### config.mk
export PLATFORM = sky130hd
export DESIGN_NAME = dama_top
export DESIGN_NICKNAME = d
export VERILOG_FILES = /design/src/hdl/dama_pkg.sv /design/src/hdl/dama_regfile.sv /design/src/hdl/dama_top.sv
export VERILOG_INCLUDE_DIRS = /design/src /design/src/hdl
export SDC_FILE = /design/constraint.sdc
export NUM_CORES = 1
export LEC_CHECK = 0
export BUFFER_PORTS_ARGS = -buffer_cell sky130_fd_sc_hd__clkbuf_2
export CORE_MARGIN = 1.5
export CORE_UTILIZATION = 28
export CTS_CLUSTER_SIZE = 30
export DETAILED_ROUTE_END_ITERATION = 8
export PLACE_DENSITY = 0.56
export RECOVER_POWER = 100
export SLEW_MARGIN = 20
export SYNTH_ARGS = -nofsm -noshare
export SYNTH_HDL_FRONTEND = slang
export SYNTH_SLANG_ARGS = --single-unit
export TNS_END_PERCENT = 10
### constraint.sdc
create_clock -name clk -period 3.88 [get_ports clk]
set_clock_uncertainty 0.2 [all_clocks]
set_input_delay 0.194 -clock clk [delete_from_list [all_inputs] [get_ports clk]]
set_output_delay 0.194 -clock clk [all_outputs]
set_load 0.01 [all_outputs]
### src/hdl/dama_defines.svh
// Register offsets, field positions, stored bit masks and reset values of the dual alarm match unit.
`ifndef DAMA_DEFINES_SVH
`define DAMA_DEFINES_SVH

// Register offsets on the host register port.
`define DAMA_OFS_A1_SEC      8'h08
`define DAMA_OFS_A1_MIN      8'h09
`define DAMA_OFS_A1_HR_LOW   8'h0a
`define DAMA_OFS_A1_HR_MID   8'h0b
`define DAMA_OFS_A1_HR_HIGH  8'h0c
`define DAMA_OFS_A2_MIN      8'h0d
`define DAMA_OFS_A2_HR_LOW   8'h0e
`define DAMA_OFS_A2_HR_HIGH  8'h0f
`define DAMA_OFS_FIELD_EN    8'h10
`define DAMA_OFS_IRQ_A_EN    8'h29
`define DAMA_OFS_IRQ_B_EN    8'h2a

// Storage indices inside the register file.
`define DAMA_IDX_A1_SEC      4'h0
`define DAMA_IDX_A1_MIN      4'h1
`define DAMA_IDX_A1_HR_LOW   4'h2
`define DAMA_IDX_A1_HR_MID   4'h3
`define DAMA_IDX_A1_HR_HIGH  4'h4
`define DAMA_IDX_A2_MIN      4'h5
`define DAMA_IDX_A2_HR_LOW   4'h6
`define DAMA_IDX_A2_HR_HIGH  4'h7
`define DAMA_IDX_FIELD_EN    4'h8
`define DAMA_IDX_IRQ_A_EN    4'h9
`define DAMA_IDX_IRQ_B_EN    4'ha
`define DAMA_NUM_REGS        11

// Field enable bit positions; bits 0 to 4 belong to alarm1, bits 5 to 7 to alarm2.
`define DAMA_A1_EN_LSB       0
`define DAMA_A1_EN_MSB       4
`define DAMA_A2_EN_LSB       5
`define DAMA_A2_EN_MSB       7

// Interrupt enable register bit positions.
`define DAMA_IE_ALARM1_BIT   0
`define DAMA_IE_ALARM2_BIT   1
`define DAMA_IE_PULSE_BIT    7

// Stored bit masks; bit positions that are not implemented are not kept.
`define DAMA_MASK_MIN_SEC    8'h7f
`define DAMA_MASK_HOUR       8'h3f
`define DAMA_MASK_DAY        8'h3f
`define DAMA_MASK_MONTH      8'h1f
`define DAMA_MASK_WDAY       8'h07
`define DAMA_MASK_BCD_PAIR   8'hff

// Reset values.
`define DAMA_REG_RESET       8'h00
`define DAMA_FIELD_EN_RESET  8'h00

`endif

### src/hdl/dama_pkg.sv
// Types shared by the dual alarm match unit.
package dama_pkg;
	typedef logic [7:0] dama_byte_t;
	typedef logic [3:0] dama_idx_t;
	// Register layout selection for the alarm bytes and field enables.
	typedef enum logic {DAMA_CALENDAR, DAMA_ELAPSED} dama_mode_t;
	// Signalling style of one interrupt output.
	typedef enum logic {DAMA_LEVEL, DAMA_PULSE} dama_irq_style_t;
endpackage

### src/hdl/dama_regfile.sv
// Small register file holding the alarm, field enable and interrupt enable bytes.
`timescale 1ns/1ps
module dama_regfile #(
	parameter int DEPTH = 11,
	parameter int WIDTH = 8
) (
	input  wire logic                     clk,
	input  wire logic                     rst,
	input  wire logic                     wr_en,
	input  wire dama_pkg::dama_idx_t      wr_idx,
	input  wire logic [WIDTH-1:0]         wr_data,
	input  wire logic                     rd_en,
	input  wire logic                     rd_zero,
	input  wire dama_pkg::dama_idx_t      rd_idx,
	output logic      [WIDTH-1:0]         rd_data,
	output logic      [DEPTH*WIDTH-1:0]   all_q
);
	import dama_pkg::*;

	logic [WIDTH-1:0] mem_ff [DEPTH];
	logic [WIDTH-1:0] nxt_mem [DEPTH];
	logic [WIDTH-1:0] rd_data_ff;
	logic [WIDTH-1:0] nxt_rd_data;

	// Write port and registered read port; an unmapped read returns zero.
	always_comb begin
		for (int i = 0; i < DEPTH; i++) begin
			nxt_mem[i] = mem_ff[i];
		end
		if (wr_en && (int'(wr_idx) < DEPTH)) begin
			nxt_mem[wr_idx] = wr_data;
		end
		nxt_rd_data = rd_data_ff;
		if (rd_en) begin
			nxt_rd_data = (rd_zero || (int'(rd_idx) >= DEPTH)) ? '0 : mem_ff[rd_idx];
		end
	end

	// Storage registers.
	always_ff @(posedge clk or posedge rst) begin
		if (rst) begin
			for (int i = 0; i < DEPTH; i++) begin
				mem_ff[i] <= '0;
			end
			rd_data_ff <= '0;
		end else begin
			mem_ff     <= nxt_mem;
			rd_data_ff <= nxt_rd_data;
		end
	end

	// Flat view of every byte for the comparators.
	always_comb begin
		for (int i = 0; i < DEPTH; i++) begin
			all_q[i*WIDTH +: WIDTH] = mem_ff[i];
		end
	end

	assign rd_data = rd_data_ff;
endmodule // dama_regfile

### src/hdl/dama_top.sv
// Dual alarm comparators with sticky flags and two active-low interrupt outputs.
// Behaviour
// RULE1 - Calendar alarm1: second to month, enables bits 0-4.
// RULE2 - Calendar alarm2: minute, hour, weekday, enables bits 5-7.
// RULE3 - Field enable byte at 10h resets to zero.
// RULE4 - Disabled fields never take part in matching.
// RULE5 - Increment into full match sets alarm flag.
// RULE6 - Flags clear only on host command.
// RULE7 - Cleared flag resets only on fresh match.
// RULE8 - Elapsed ranges: alarm1 999999 h, alarm2 9999 h.
// RULE9 - Elapsed alarm1: seconds, minutes, three hour bytes.
// RULE10 - Elapsed alarm1 enables: sec, min, low/mid/top hours.
// RULE11 - Elapsed alarm2: minutes, lower and upper hours.
// RULE12 - Packed BCD bytes; unimplemented bits not stored.
// RULE13 - Four interrupt enables at 29h and 2Ah.
// RULE14 - Pulse style: one pulse per matching increment.
// RULE15 - Level style: output follows enabled flags.
// RULE16 - Pulse repeats on new match without clearing.
// RULE17 - Mode bit selects elapsed or calendar layout.
// RULE18 - Weekday 0-6; hour byte keeps AM/PM layout.
// RULE19 - Alarm without enabled fields never matches.
// RULE20 - Match evaluated once per increment, post-increment.
`timescale 1ns/1ps
`include "dama_defines.svh"
module dama_top #(
	parameter int NUM_REGS = `DAMA_NUM_REGS
) (
	input  wire logic                clk,
	input  wire logic                rst,
	input  wire logic                reg_wr,
	input  wire logic                reg_rd,
	input  wire dama_pkg::dama_byte_t reg_addr,
	input  wire dama_pkg::dama_byte_t reg_wdata,
	output dama_pkg::dama_byte_t     reg_rdata,
	input  wire logic                flag_clr_first,
	input  wire logic                flag_clr_second,
	input  wire logic                elapsed_time_mode_sel,
	input  wire logic                time_tick,
	input  wire dama_pkg::dama_byte_t cur_sec,
	input  wire dama_pkg::dama_byte_t cur_min,
	input  wire dama_pkg::dama_byte_t cur_hr_low,
	input  wire dama_pkg::dama_byte_t cur_hr_mid,
	input  wire dama_pkg::dama_byte_t cur_hr_high,
	input  wire dama_pkg::dama_byte_t cur_day,
	input  wire dama_pkg::dama_byte_t cur_month,
	input  wire dama_pkg::dama_byte_t cur_wday,
	output logic                     first_alarm_flag,
	output logic                     second_alarm_flag,
	output logic                     irq_out_a_n,
	output logic                     irq_out_b_n
);
	import dama_pkg::*;

	// Maps a port offset to a storage index; the top bit says the offset is mapped.
	function automatic logic [4:0] reg_index(input dama_byte_t a);
		logic [4:0] r;
		r = 5'h00;
		if ((a >= `DAMA_OFS_A1_SEC) && (a <= `DAMA_OFS_FIELD_EN)) begin
			r = {1'b1, 4'(a - `DAMA_OFS_A1_SEC)};
		end else if (a == `DAMA_OFS_IRQ_A_EN) begin
			r = {1'b1, `DAMA_IDX_IRQ_A_EN};
		end else if (a == `DAMA_OFS_IRQ_B_EN) begin
			r = {1'b1, `DAMA_IDX_IRQ_B_EN};
		end
		return r;
	endfunction

	// Bits kept for one alarm byte under the layout in force at the write.
	function automatic dama_byte_t store_mask(input dama_idx_t idx, input dama_mode_t m);
		dama_byte_t k;
		k = `DAMA_MASK_BCD_PAIR;
		case (idx)
			`DAMA_IDX_A1_SEC, `DAMA_IDX_A1_MIN, `DAMA_IDX_A2_MIN: k = `DAMA_MASK_MIN_SEC;
			`DAMA_IDX_A1_HR_LOW, `DAMA_IDX_A2_HR_LOW: k = (m == DAMA_ELAPSED) ? `DAMA_MASK_BCD_PAIR : `DAMA_MASK_HOUR;
			`DAMA_IDX_A1_HR_MID: k = (m == DAMA_ELAPSED) ? `DAMA_MASK_BCD_PAIR : `DAMA_MASK_DAY;
			`DAMA_IDX_A1_HR_HIGH: k = (m == DAMA_ELAPSED) ? `DAMA_MASK_BCD_PAIR : `DAMA_MASK_MONTH;
			`DAMA_IDX_A2_HR_HIGH: k = (m == DAMA_ELAPSED) ? `DAMA_MASK_BCD_PAIR : `DAMA_MASK_WDAY;
			default: k = `DAMA_MASK_BCD_PAIR;
		endcase
		return k;
	endfunction

	// Field compare over the bits that the current layout implements.
	function automatic logic field_eq(input dama_byte_t alm, input dama_byte_t cur, input dama_byte_t k);
		return (alm & k) == (cur & k);
	endfunction

	// Alarm matches when it has an enabled field and every enabled field agrees.
	function automatic logic alarm_hit(input logic [4:0] en, input logic [4:0] eq);
		return (|en) && (&(eq | ~en));
	endfunction

	dama_mode_t                  mode;
	logic [4:0]                  wr_map;
	logic [4:0]                  rd_map;
	dama_byte_t                  wr_masked;
	logic [NUM_REGS*8-1:0]       regs_q;
	dama_byte_t                  alm [NUM_REGS];
	dama_byte_t                  field_en;
	dama_byte_t                  ie_a;
	dama_byte_t                  ie_b;
	dama_irq_style_t             style_a;
	dama_irq_style_t             style_b;
	logic [4:0]                  a1_eq;
	logic [2:0]                  a2_eq;
	logic [4:0]                  a1_en;
	logic [2:0]                  a2_en;
	logic                        match1;
	logic                        match2;
	logic                        ev1;
	logic                        ev2;
	logic                        flag1_ff;
	logic                        flag2_ff;
	logic                        nxt_flag1;
	logic                        nxt_flag2;
	logic                        irq_a_n_ff;
	logic                        irq_b_n_ff;
	logic                        nxt_irq_a_n;
	logic                        nxt_irq_b_n;

	// Layout of alarm bytes and enable bits follows the mode bit.
	assign mode = elapsed_time_mode_sel ? DAMA_ELAPSED : DAMA_CALENDAR; // RULE17

	// Port decode and storage masking before a byte reaches the file.
	assign wr_map    = reg_index(reg_addr);
	assign rd_map    = reg_index(reg_addr);
	assign wr_masked = reg_wdata & store_mask(wr_map[3:0], mode); // RULE12 RULE18

	dama_regfile #(
		.DEPTH (NUM_REGS),
		.WIDTH (8)
	) u_regs (
		.clk     (clk),
		.rst     (rst),
		.wr_en   (reg_wr && wr_map[4]),
		.wr_idx  (wr_map[3:0]),
		.wr_data (wr_masked),
		.rd_en   (reg_rd),
		.rd_zero (!rd_map[4]),
		.rd_idx  (rd_map[3:0]),
		.rd_data (reg_rdata),
		.all_q   (regs_q)
	);

	// Unpack the stored bytes.
	always_comb begin
		for (int i = 0; i < NUM_REGS; i++) begin
			alm[i] = regs_q[i*8 +: 8];
		end
	end

	assign field_en = alm[`DAMA_IDX_FIELD_EN]; // RULE3
	assign ie_a     = alm[`DAMA_IDX_IRQ_A_EN]; // RULE13
	assign ie_b     = alm[`DAMA_IDX_IRQ_B_EN]; // RULE13
	assign style_a  = ie_a[`DAMA_IE_PULSE_BIT] ? DAMA_PULSE : DAMA_LEVEL;
	assign style_b  = ie_b[`DAMA_IE_PULSE_BIT] ? DAMA_PULSE : DAMA_LEVEL;
	assign a1_en    = field_en[`DAMA_A1_EN_MSB:`DAMA_A1_EN_LSB]; // RULE1 RULE10
	assign a2_en    = field_en[`DAMA_A2_EN_MSB:`DAMA_A2_EN_LSB]; // RULE2 RULE11

	// Per-field comparisons; the same byte slots serve both layouts.
	always_comb begin
		a1_eq[0] = field_eq(alm[`DAMA_IDX_A1_SEC], cur_sec, `DAMA_MASK_MIN_SEC); // RULE1 RULE9
		a1_eq[1] = field_eq(alm[`DAMA_IDX_A1_MIN], cur_min, `DAMA_MASK_MIN_SEC);
		a2_eq[0] = field_eq(alm[`DAMA_IDX_A2_MIN], cur_min, `DAMA_MASK_MIN_SEC); // RULE2 RULE11
		if (mode == DAMA_ELAPSED) begin
			// Hour bytes span up to 999999 h for alarm1 and 9999 h for alarm2.
			a1_eq[2] = field_eq(alm[`DAMA_IDX_A1_HR_LOW], cur_hr_low, `DAMA_MASK_BCD_PAIR); // RULE8 RULE9
			a1_eq[3] = field_eq(alm[`DAMA_IDX_A1_HR_MID], cur_hr_mid, `DAMA_MASK_BCD_PAIR);
			a1_eq[4] = field_eq(alm[`DAMA_IDX_A1_HR_HIGH], cur_hr_high, `DAMA_MASK_BCD_PAIR);
			a2_eq[1] = field_eq(alm[`DAMA_IDX_A2_HR_LOW], cur_hr_low, `DAMA_MASK_BCD_PAIR); // RULE8 RULE11
			a2_eq[2] = field_eq(alm[`DAMA_IDX_A2_HR_HIGH], cur_hr_mid, `DAMA_MASK_BCD_PAIR);
		end else begin
			a1_eq[2] = field_eq(alm[`DAMA_IDX_A1_HR_LOW], cur_hr_low, `DAMA_MASK_HOUR); // RULE18
			a1_eq[3] = field_eq(alm[`DAMA_IDX_A1_HR_MID], cur_day, `DAMA_MASK_DAY);
			a1_eq[4] = field_eq(alm[`DAMA_IDX_A1_HR_HIGH], cur_month, `DAMA_MASK_MONTH);
			a2_eq[1] = field_eq(alm[`DAMA_IDX_A2_HR_LOW], cur_hr_low, `DAMA_MASK_HOUR);
			a2_eq[2] = field_eq(alm[`DAMA_IDX_A2_HR_HIGH], cur_wday, `DAMA_MASK_WDAY); // RULE18
		end
	end

	// Disabled fields are forced true; an alarm with no field enabled never hits.
	assign match1 = alarm_hit(a1_en, a1_eq); // RULE4 RULE19
	assign match2 = alarm_hit({2'b00, a2_en}, {2'b11, a2_eq}); // RULE4 RULE19

	// A match counts only on the increment cycle, with the counter already advanced.
	assign ev1 = time_tick && match1; // RULE20
	assign ev2 = time_tick && match2; // RULE20

	// Sticky flags; a new match wins over a clear command in the same cycle.
	always_comb begin
		nxt_flag1 = ev1 || (flag1_ff && !flag_clr_first); // RULE5 RULE6 RULE7
		nxt_flag2 = ev2 || (flag2_ff && !flag_clr_second); // RULE5 RULE6 RULE7
	end

	// Interrupt outputs: pulse per matching increment or level following flags.
	always_comb begin
		logic act_a;
		logic act_b;
		act_a = 1'b0;
		act_b = 1'b0;
		case (style_a)
			DAMA_PULSE: act_a = (ie_a[`DAMA_IE_ALARM1_BIT] && ev1) || (ie_a[`DAMA_IE_ALARM2_BIT] && ev2); // RULE14 RULE16
			DAMA_LEVEL: act_a = (ie_a[`DAMA_IE_ALARM1_BIT] && nxt_flag1) || (ie_a[`DAMA_IE_ALARM2_BIT] && nxt_flag2); // RULE15
			default: act_a = 1'b0;
		endcase
		case (style_b)
			DAMA_PULSE: act_b = (ie_b[`DAMA_IE_ALARM1_BIT] && ev1) || (ie_b[`DAMA_IE_ALARM2_BIT] && ev2); // RULE14 RULE16
			DAMA_LEVEL: act_b = (ie_b[`DAMA_IE_ALARM1_BIT] && nxt_flag1) || (ie_b[`DAMA_IE_ALARM2_BIT] && nxt_flag2); // RULE15
			default: act_b = 1'b0;
		endcase
		nxt_irq_a_n = !act_a;
		nxt_irq_b_n = !act_b;
	end

	// Flag and interrupt registers.
	always_ff @(posedge clk or posedge rst) begin
		if (rst) begin
			flag1_ff   <= 1'b0;
			flag2_ff   <= 1'b0;
			irq_a_n_ff <= 1'b1;
			irq_b_n_ff <= 1'b1;
		end else begin
			flag1_ff   <= nxt_flag1;
			flag2_ff   <= nxt_flag2;
			irq_a_n_ff <= nxt_irq_a_n;
			irq_b_n_ff <= nxt_irq_b_n;
		end
	end

	assign first_alarm_flag  = flag1_ff;
	assign second_alarm_flag = flag2_ff;
	assign irq_out_a_n       = irq_a_n_ff;
	assign irq_out_b_n       = irq_b_n_ff;
endmodule // dama_top

Word-level counts from Yosys, hierarchy flattened:

Cells that the tools add are included.
Widths: inputs -> output; s select.

* add/sub/neg operators: 1
* order comparisons: 6
* equal/unequal tests: 22
* mux-type cells: 21
* bitwise gates (word level): 8
* reduce and logical (&&, ||, !) cells: 37

Operator list (count)
* $bwmux 88: 1
* $mux 8: 7
* $eq 8x8->1: 5
* $bmux 8 s4: 1
* $demux 8 s4: 1
* $pmux 8 s4: 1
* $eq 7x7->1: 3
* $eq 6x6->1: 3
* $logic_and 1x1->1: 18
* $eq 4x3->1 const B: 4
* $eq 8x6->1 const B: 2
* $mux 5: 3
* $or 5x5->5: 2
* $reduce_and 5->1: 2
* $reduce_or 3->1: 3
* $and 8x8->8: 1
* $eq 4x2->1 const B: 2
* $ge 8x4->1 const B: 1
* $le 8x5->1 const B: 1
* $logic_or 1x1->1: 7
* $eq 5x5->1: 1
* $ge 5x5->1 const B: 1
* $logic_not 1->1: 5
* $lt 5x1->1 const B: 1
* other kinds (15): 19

* bits in registers: 100
* bits of input ports: 88

Logic depth before layout (Yosys ltp):

Gate-level depths: netlist (run 1).

* depth in word-level cells: 11
* depth in mapped cells: 9

Modules after synthesis:

From an unflattened synthesis (run 1), not the netlist that was laid out.

* cells, all modules: 448
* area total of the unflattened synthesis: 5690.5 um^2

By module, submodules not included
* dama_regfile: times used 1, cells an instance 287, area each 4441.8 um^2, sequential area each 2402.3 um^2
* dama_top: times used 1, cells an instance 161, area each 1248.7 um^2, sequential area each 102.6 um^2

Worst setup path before layout (run 1):

No wires, ideal clock.

* path type: input-to-reg
* start: in reg_addr[4]
* end: reg u_regs.mem_ff, in the netlist u_regs.all_q[40]
* library setup time: 0.125 ns
* arrival: 1.808 ns
* path slack: 1.747 ns
* stages on the path: 7
* cell sequence: or4b_1 buf_6 nor3_4 buf_4 nand2_4 nor2_4 mux2_2

* longest elaborated chain between the ends: 10
* elaborated cells between the ends (all ways): 30
* classes of those cells: order compare: 5; eq/ne: 9; mux: 7; bitwise: 2; reduce/logical: 7

Ends and longest elaborated chain
* start: declaration: line dama_top.sv:32 `input wire dama_pkg::dama_byte_t reg_addr,`
* parallel branches: the longest is 3 deep, another holds $ge 8x4->1
* $mux 5 *: line dama_top.sv:58 `` if ((a >= `DAMA_OFS_A1_SEC) && (a <= `DAMA_OFS_FIELD_EN)) begin ``
* $not 4->5 (not written as such): line dama_regfile.sv:31 `nxt_mem[wr_idx] = wr_data;`
* $ge 5x5->1 (not written as such) or $lt 5x1->1 (tied branches): line dama_regfile.sv:31
* $logic_and 1x1->1 (not written as such): line dama_regfile.sv:31
* $mux 8 (not written as such): line dama_regfile.sv:31
* $demux 8 s4: line dama_regfile.sv:31
* $bwmux 88: line dama_regfile.sv:31
* end signal: assignment: line dama_regfile.sv:47 `mem_ff <= nxt_mem;`
* end: declaration: line dama_regfile.sv:20 `logic [WIDTH-1:0] mem_ff [DEPTH];`

Mark *: on every way between the ends.
A chain may end at the register's enable or synchronous reset.

Worst setup path in the final report (run 1):

* start: in reg_addr[1]
* end: reg u_regs.mem_ff, in the netlist u_regs.all_q[50]

Same word-level chain as after synthesis.

==> qor.csv, run 1 <==
metric,value,unit
clock latency on the worst-skew pair,0.36,ns
CTS sink count,100,
multiplexer share of the synthesized area,0.1343,
initial core utilization,0.2877,
CTS tree,done,
post-synthesis compound-gate area fraction,0.1529,
I/O pins,100,
Vias per Instance,5.171,
# fillers,2100,
Max Freq,0.3297,GHz
synth unique cells,56,
DRC,0,
simple-gate share of the synthesized area,0.1210,
final-report hold violation count,0,
Startpoint Class,input pin,
sequential share of the synthesized area,0.4444,
Inserted Diodes,0,
Tcrit/Tclk final,0.7818,
Synth-to-Final Area Change,17.36,%
Detail Placement HPWL,14080,um
first-pass GRT wire length,27900,um
Synth Area in Adders,0,
Mapped Cells,527,
CP top delay family,simple AND/OR/NAND/NOR gates,
core area,19590,um^2
gr ovfl total,0,
final wirelength,18330,um
Synth Warn #,0,
layout cells sized above 1,0.2707,
Worst Path Buf+Inv,1,
fin crit period,3.033,ns
critical path class,in2reg,
Worst Hold Class,in2reg,
Longest Clk Path Bufs,2,
power per cell area,372.4,nW/um^2
async set-reset flop share out of synthesis,1.000,
Area after DPL,6337,um^2
initial antenna violation count,0,
syn_nets,615,
CTS Buf Count,9,
Synth Flop Type,dfrtp_1,
Pins Over Slew Limit,57,
slowest CP cell,clkbuf_1,
row count,51,
Sum Neg Setup Slack,0,ns
worst-margin pin slew,2.219,ns
failing checks,"capacitance limit, slew limit",
# resized after CTS,0,
xor-xnor portion of the synthesized cell area,0.1165,
# Max-Cap Violations,1,
Initial DRT Pass Iterations,5,
largest net degree at the start of global routing,57,
1st-iter DRT viols,349,
H-tree level count,3,
Critical Path RT,3.91,ns
status,"finished, violations left",
drt wl/cell,20.79,um
Post-Syn Area per Cell,10.70,um^2
Slew headroom,-0.4796,
antenna-violating nets left,0,
Crit path largest cell delay,0.85,ns
clock root buffer,clkbuf_16,
Post-CTS Setup Inserts,0,
number of synthesized register bits,100,
WP data arrival,3.07,ns
mapped cell area,5637,um^2
total track usage,0.1848,
Final setup viols,0,
Final nets,700,
critical-path cell list,"clkbuf_1, nand2b_1, nor3_1, nand3_2, mux2_1",
Peak VDD IR,0.1937,mV
fin area,6615,um^2
via count,4561,
"EDFF count, synth",0,
vias in the first global route,4511,
Die ar.,20990,um^2
largest family of logic cells by synthesized area,compound AO/OA/AOI/OAI gates,
Crit. End Element,register,
chip height,144.9,um
final hold slack,0.06578,ns
# hold bufs at CTS,3,
port bufs,87,
die width,144.9,um
clk slew on worst S/H paths,0.06,ns
Leakage,2.941,nW
global placement routability congestion,0.8596,
Crit Path Max Fanout,27,
unrepaired setup endpoints after global routing,no,
-- Yosys cell counts, types with 2 or more instances --
cell type  number  share of area
dfrtp_1        98           0.44
mux2_2         61           0.12
xnor2_1        41          0.064
nand2_1        39          0.026
o22ai_1        34          0.038
xor2_1         34          0.053
o21ai_0        26          0.023
a21oi_1        17          0.015
inv_1          15          0.010
nand3_1        14          0.012
nand4_1        14          0.016
a22oi_1         9          0.012
clkbuf_1        9         0.0060
nor2b_1         9          0.010
buf_2           8         0.0071
nor4_1          7         0.0078
o221ai_1        7          0.011
a211oi_1        6         0.0080
a31oi_1         6         0.0067
nor2_1          6         0.0040
o41ai_1         5         0.0078
mux2_4          4          0.011
nand3_2         4         0.0071
nor2_2          4         0.0044
and2_1          3         0.0033
nand2b_1        3         0.0033
nor3_4          3         0.0087
o211ai_1        3         0.0040
o31ai_1         3         0.0040
a222oi_1        2         0.0036
buf_6           2         0.0040
clkbuf_2        2         0.0018
dfstp_2         2         0.0093
nor2_4          2         0.0040
nor3_1          2         0.0018
o2111ai_1       2         0.0031
or2_2           2         0.0022
-- state kept, by name, summed over array words and instances, names as in the netlist --
| signal | flops |
|---|---|
| u_regs.rd_data | 8 |
| second_alarm_flag | 1 |
| u_regs.all_q | 88 |
| first_alarm_flag | 1 |
| irq_out_b_n | 1 |
| irq_out_a_n | 1 |
-- cells in the final DEF, fill, tap and decap left out, types with 3 or more instances in the layout --
| cell | count |
|---|---|
| nor2b_1 | 9 |
| a22oi_1 | 9 |
| clkbuf_1 | 19 |
| o221ai_1 | 7 |
| a31oi_1 | 6 |
| nor2_1 | 11 |
| a211oi_1 | 6 |
| nand3_1 | 14 |
| mux2_2 | 61 |
| clkbuf_16 | 9 |
| nand4_1 | 14 |
| o211ai_1 | 3 |
| a21oi_1 | 17 |
| o31ai_1 | 3 |
| nor3_1 | 3 |
| nand2_1 | 39 |
| o21ai_0 | 26 |
| clkbuf_2 | 74 |
| xnor2_1 | 41 |
| nand3_2 | 4 |
| buf_4 | 4 |
| dfrtp_1 | 98 |
| nand2b_1 | 3 |
| inv_1 | 15 |
| mux2_1 | 3 |
| o22ai_1 | 34 |
| xor2_1 | 34 |
| dlygate4sd3_1 | 3 |
| o41ai_1 | 5 |
| nor4_1 | 7 |
-- metal layers --
metal / part of all wire / track usage / vias up
met1: 0.46 / 0.2583 / 2229
li1: - / - / 2114
met2: 0.45 / 0.2875 / 198
met4: 0.016 / 0.04785 / 0
met3: 0.074 / 0.04179 / 20
met5: 0 / 0 / -
-- worst reg2reg max path, cell delays in order (launching register included) --
cell,delay [ns]
dfrtp_1,0.47
xor2_1,0.19
or4_1,0.51
o41ai_1,0.28
a31oi_1,0.14
nor4_1,0.34
clkbuf_1,0.31
a221oi_1,0.15
-- final cells by class --
cell class	instances	area, um^2	area share
Timing Repair Buffer	96	486.7	0.07358
Sequential cell	100	2505	0.3787
Inverter	16	60.06	0.009079
Clock inverter	2	60.06	0.009079
Tap cell	265	331.6	0.05012
Multi-Input combinational cell	389	2918	0.4411
Clock buffer	14	254.0	0.03840
-- path summary, 6_finish.rpt --
| path | from | end | slack, ns | cells after the start |
|---|---|---|---|---|
| max reg2reg | u_regs.all_q[27] | irq_out_b_n | 1.18 | 7 |
| max in group asynchronous | rst | irq_out_b_n | 1.19 | 4 |
| min | flag_clr_first | first_alarm_flag | 0.07 | 3 |
| min reg2reg | u_regs.all_q[83] | u_regs.all_q[83] | 0.29 | 2 |
| min in group asynchronous | rst | u_regs.all_q[61] | 0.92 | 3 |
| max | reg_addr[1] | u_regs.all_q[50] | 0.85 | 5 |
-- cells by family (layout without fill, tap and decap cells) --
kind of cell    after synthesis  count (layout)
buf+inv                      38             128
compound gates              130             130
mux                          66              66
flops                       100             100
xor+xnor                     75              75
simple gates                118             118
-- stage by stage --
step           utilization  worst slack (ns)  cells  total power [mW]
2_1_floorplan            -            0.8705    527             1.350
3_3_place_gp        0.3235            0.9436    863             1.507
3_5_place_dp        0.3235            0.9227    863             1.510
4_1_cts             0.3411             1.308    882             2.483
5_1_grt             0.3377            0.5996    882             2.554
6_report            0.3377            0.8467    882             2.463
-- power breakdown --
group | total [mW] | internal (mW) | switching, mW
sequential | 1.15 | 1.09 | 0.0619
clock | 0.975 | 0.584 | 0.391
combinational | 0.340 | 0.146 | 0.194
total | 2.46 | 1.82 | 0.647
Note: power is estimated with default switching activity, not from simulation.
==> inputs of run 2 (changes only) <==
Settings changed: ABC_AREA set to 1, PLACE_DENSITY 0.56 to 0.57.
Clock period 3.88 ns to 2.6 ns, I/O delays scaled along.
==> run 2 against run 1 <==
The flow finishes with violations (DRC). Count of clock-buffer cells in the layout fell by 3. Non-clock buffer count up 29. Register-to-register slack got worse by 0.56 ns. Clock power rose by 51%.
==> qor.csv, run 2 <==
metric,value,unit,change
clk slew on worst S/H paths,0.07,ns,was 0.06 ns
critical-path cell list,"clkbuf_1, nor2_1, nand2_1, a21oi_4, nand2_1, nor2_4, nor2_1, buf_4, nand2_1, o21ai_2, nor2_1, nand2_2, buf_4, nand3_1, nand2_1",,"was clkbuf_1, nand2b_1, nor3_1, nand3_2, mux2_1"
chip height,152.9,um,was 144.9 um
1st-iter DRT viols,527,,was 349
die width,152.9,um,was 144.9 um
CP dominant cell by count,nand2_1,,
R2R cell count,11,,was 7
final-report hold violation count,0,,unchanged
clock latency on the worst-skew pair,0.36,ns,about the same
initial antenna violation count,0,,unchanged
max reg flops,88,,unchanged
port bufs,87,,unchanged
Tcrit/Tclk final,0.8302,,
Pins Over Slew Limit,0,,was 57
utilization after layout,0.3408,,was 0.3377
Longest Clk Path Bufs,2,,unchanged
most used standard cell by instance count after synthesis,nand2_1,,was dfrtp_1
WP data arrival,2.21,ns,was 3.07 ns
via count,6239,,was 4561
"leading cell type in the layout, fill and taps excluded",nand2_1,,was dfrtp_1
Inserted Diodes,0,,unchanged
H-tree level count,3,,unchanged
gr ovfl total,0,,unchanged
Sum Neg Setup Slack,0,ns,unchanged
core area,21960,um^2,was 19590 um^2
total track usage,0.1946,,was 0.1848
number of synthesized register bits,100,,unchanged
"commonest cells after routing, fill and taps aside","nand2_1 (353), nand3_1 (116), dfrtp_1 (98)",,"was dfrtp_1 (98), clkbuf_2 (74), mux2_2 (61)"
Peak VDD IR,0.2987,mV,was 0.1937 mV
CTS tree,done,,unchanged
largest net degree at the start of global routing,51,,was 57
initial core utilization,0.2866,,was 0.2877
"EDFF count, synth",0,,unchanged
Synth area leaders,"dfrtp_1 (39%), nand2_1 (21%), nand3_1 (9.2%), inv_1 (5.0%), nor2_1 (4.4%)",,"was dfrtp_1 (44%), mux2_2 (12%), xnor2_1 (6.4%), xor2_1 (5.3%), o22ai_1 (3.8%)"
failing checks,DRC,,"was capacitance limit, slew limit"
clock root buffer,clkbuf_16,,unchanged
Initial DRT Pass Iterations,7,,was 5
Worst setup endpoint,u_regs.all_q[52],,was u_regs.all_q[50]
Synth Flop Type,dfrtp_1,,unchanged
Crit Reg-Reg Endpoint,irq_out_b_n,,unchanged
sequential share of the synthesized area,0.3981,,was 0.4444
Final nets,1120,,was 700
Critical Path RT,2.65,ns,was 3.91 ns
fin crit period,2.159,ns,
syn_nets,1014,,was 615
Slew headroom,0.1109,,was -0.4796
async set-reset flop share out of synthesis,1.000,,unchanged
status,"finished, violations left",,unchanged
Mapped Cells,926,,was 527
# fillers,2423,,was 2100
layout cells sized above 1,0.1340,,was 0.2707
mapped cell area,6292,um^2,was 5637 um^2
I/O pins,100,,unchanged
Die ar.,23380,um^2,was 20990 um^2
Leakage,3.942,nW,was 2.941 nW
Post-synth top cells,"nand2_1 (350), nand3_1 (116), dfrtp_1 (98)",,"was dfrtp_1 (98), mux2_2 (61), xnor2_1 (41)"
"setup slack, reg-to-reg",0.62,ns,was 1.18 ns
CTS sink count,100,,unchanged
drt wl/cell,16.84,um,was 20.79 um
Synth Warn #,0,,unchanged
post-synth top area share,0.3897,,was 0.4351
Crit. End Element,register,,unchanged
Synth area leader,dfrtp_1,,unchanged
global placement routability congestion,0.9526,,was 0.8596
CTS Buf Count,9,,unchanged
vias in the first global route,5899,,was 4511
Post-Syn Area per Cell,6.795,um^2,was 10.70 um^2
Startpoint Class,input pin,,unchanged
# Max-Cap Violations,0,,was 1
Vias per Instance,4.737,,was 5.171
DRC,7,,was 0
Final setup viols,0,,unchanged
Max Freq,0.4633,GHz,
Crit path largest cell delay,0.31,ns,was 0.85 ns
Critical Path Source,reg_addr[6],,was reg_addr[1]
Worst Hold Class,in2reg,,unchanged
power per cell area,545.2,nW/um^2,was 372.4 nW/um^2
slowest CP cell,nor2_4,,was clkbuf_1
first-pass GRT wire length,34090,um,was 27900 um
worst-margin pin slew,1.334,ns,was 2.219 ns
Synth-to-Final Area Change,18.93,%,was 17.36%
row count,54,,was 51
final wirelength,22180,um,was 18330 um
worst reg2reg startpoint,u_regs.all_q[19],,was u_regs.all_q[27]
Detail Placement HPWL,17150,um,was 14080 um
unrepaired setup endpoints after global routing,no,,unchanged
critical path class,in2reg,,unchanged
synth unique cells,38,,was 56
antenna-violating nets left,0,,unchanged
Crit Path Max Fanout,12,,was 27
run 2: cell types whose count changed in the layout (fill, tap and decap cells not counted), sizes merged, moves of 15 or more:
cell,before,now
o21ai,27,56
xnor2,41,26
buf,4,22
nand2,40,359
inv,15,89
o22ai,34,4
mux2,65,0
nor2,12,79
xor2,34,17
nand3,18,119
run 2: worst min-delay path by stage:
stage	start	to	slack [ns]	depth (start not counted)
after global placement	rst	u_regs.all_q[36]	0.17	3
after floorplan	reg_wdata[1]	u_regs.all_q[41]	0.05	2
after global routing	reg_wdata[7]	u_regs.all_q[23]	0.03	3
after CTS	reg_wdata[7]	u_regs.all_q[55]	0.008	3
after detailed placement	rst	u_regs.all_q[36]	0.17	3
final	reg_wdata[7]	u_regs.all_q[55]	0.03	3
run 2: worst max-delay path, delay by kind of cell:
kind	cells	cell delay, ns
AO/OA/AOI/OAI	2	0.26
buffers and inverters	3	0.45
AND/OR/NAND/NOR	10	1.35
run 2: layer usage:
| layer | up-vias | track usage | wire length (um) |
|---|---|---|---|
| li1 | 3140 | - | - |
| met2 | 200 | 0.2946 | 9578 |
| met1 | 2864 | 0.2759 | 10560 |
| met3 | 35 | 0.02722 | 1358 |
| met4 | 0 | 0.08590 | 682 |
| met5 | - | 0 | 0 |
run 2: cell families (layout without fill, tap and decap cells):
family,after synthesis,after routing,synth area share
AOI/OAI and AO/OA,86,86,0.07656
xor gates and xnor gates,43,43,0.05985
buffers and inverters,121,232,0.07934
DFF,100,100,0.3981
and+or+nand+nor,576,576,0.3862
run 2: cell type report:
cell class,instances,area (um^2),share of cell area
tap,280,350.3,0.04681
sequential,100,2505,0.3347
clock buffer,11,242.7,0.03244
multi-input combinational,705,3262,0.4359
clock inverter,5,75.07,0.01003
inverter,91,345.3,0.04615
timing repair buffer,125,703.2,0.09396
run 2: report_power, final:
group / switching, mW / internal (mW) / total, mW
combinational: 0.507 / 0.306 / 0.813
sequential: 0.123 / 1.68 / 1.80
clock: 0.600 / 0.865 / 1.47
total: 1.23 / 2.85 / 4.08
run 2: repair_timing:
item                      4_1_cts  5_1_grt
hold buffers                    7        0
buffers inserted                0        0
gates resized for setup         0        0
hold endpoints to repair      109        0
run 2: through the flow:
stage | hold WS [ns] | instance area, um^2 | total power, mW | std cells | setup slack (ns)
final | 0.03098 | 7483 | 4.080 | 1317 | 0.4415
after global routing | 0.02909 | 7483 | 4.307 | 1317 | 0.1830
after CTS | 0.008038 | 7557 | 4.128 | 1317 | 0.6072
after detailed placement | 0.1707 | 7169 | 2.649 | 1294 | 0.2225
after global placement | 0.1712 | 7169 | 2.641 | 1294 | 0.2095
after floorplan | 0.05095 | 6296 | 2.312 | 926 | 0.7860
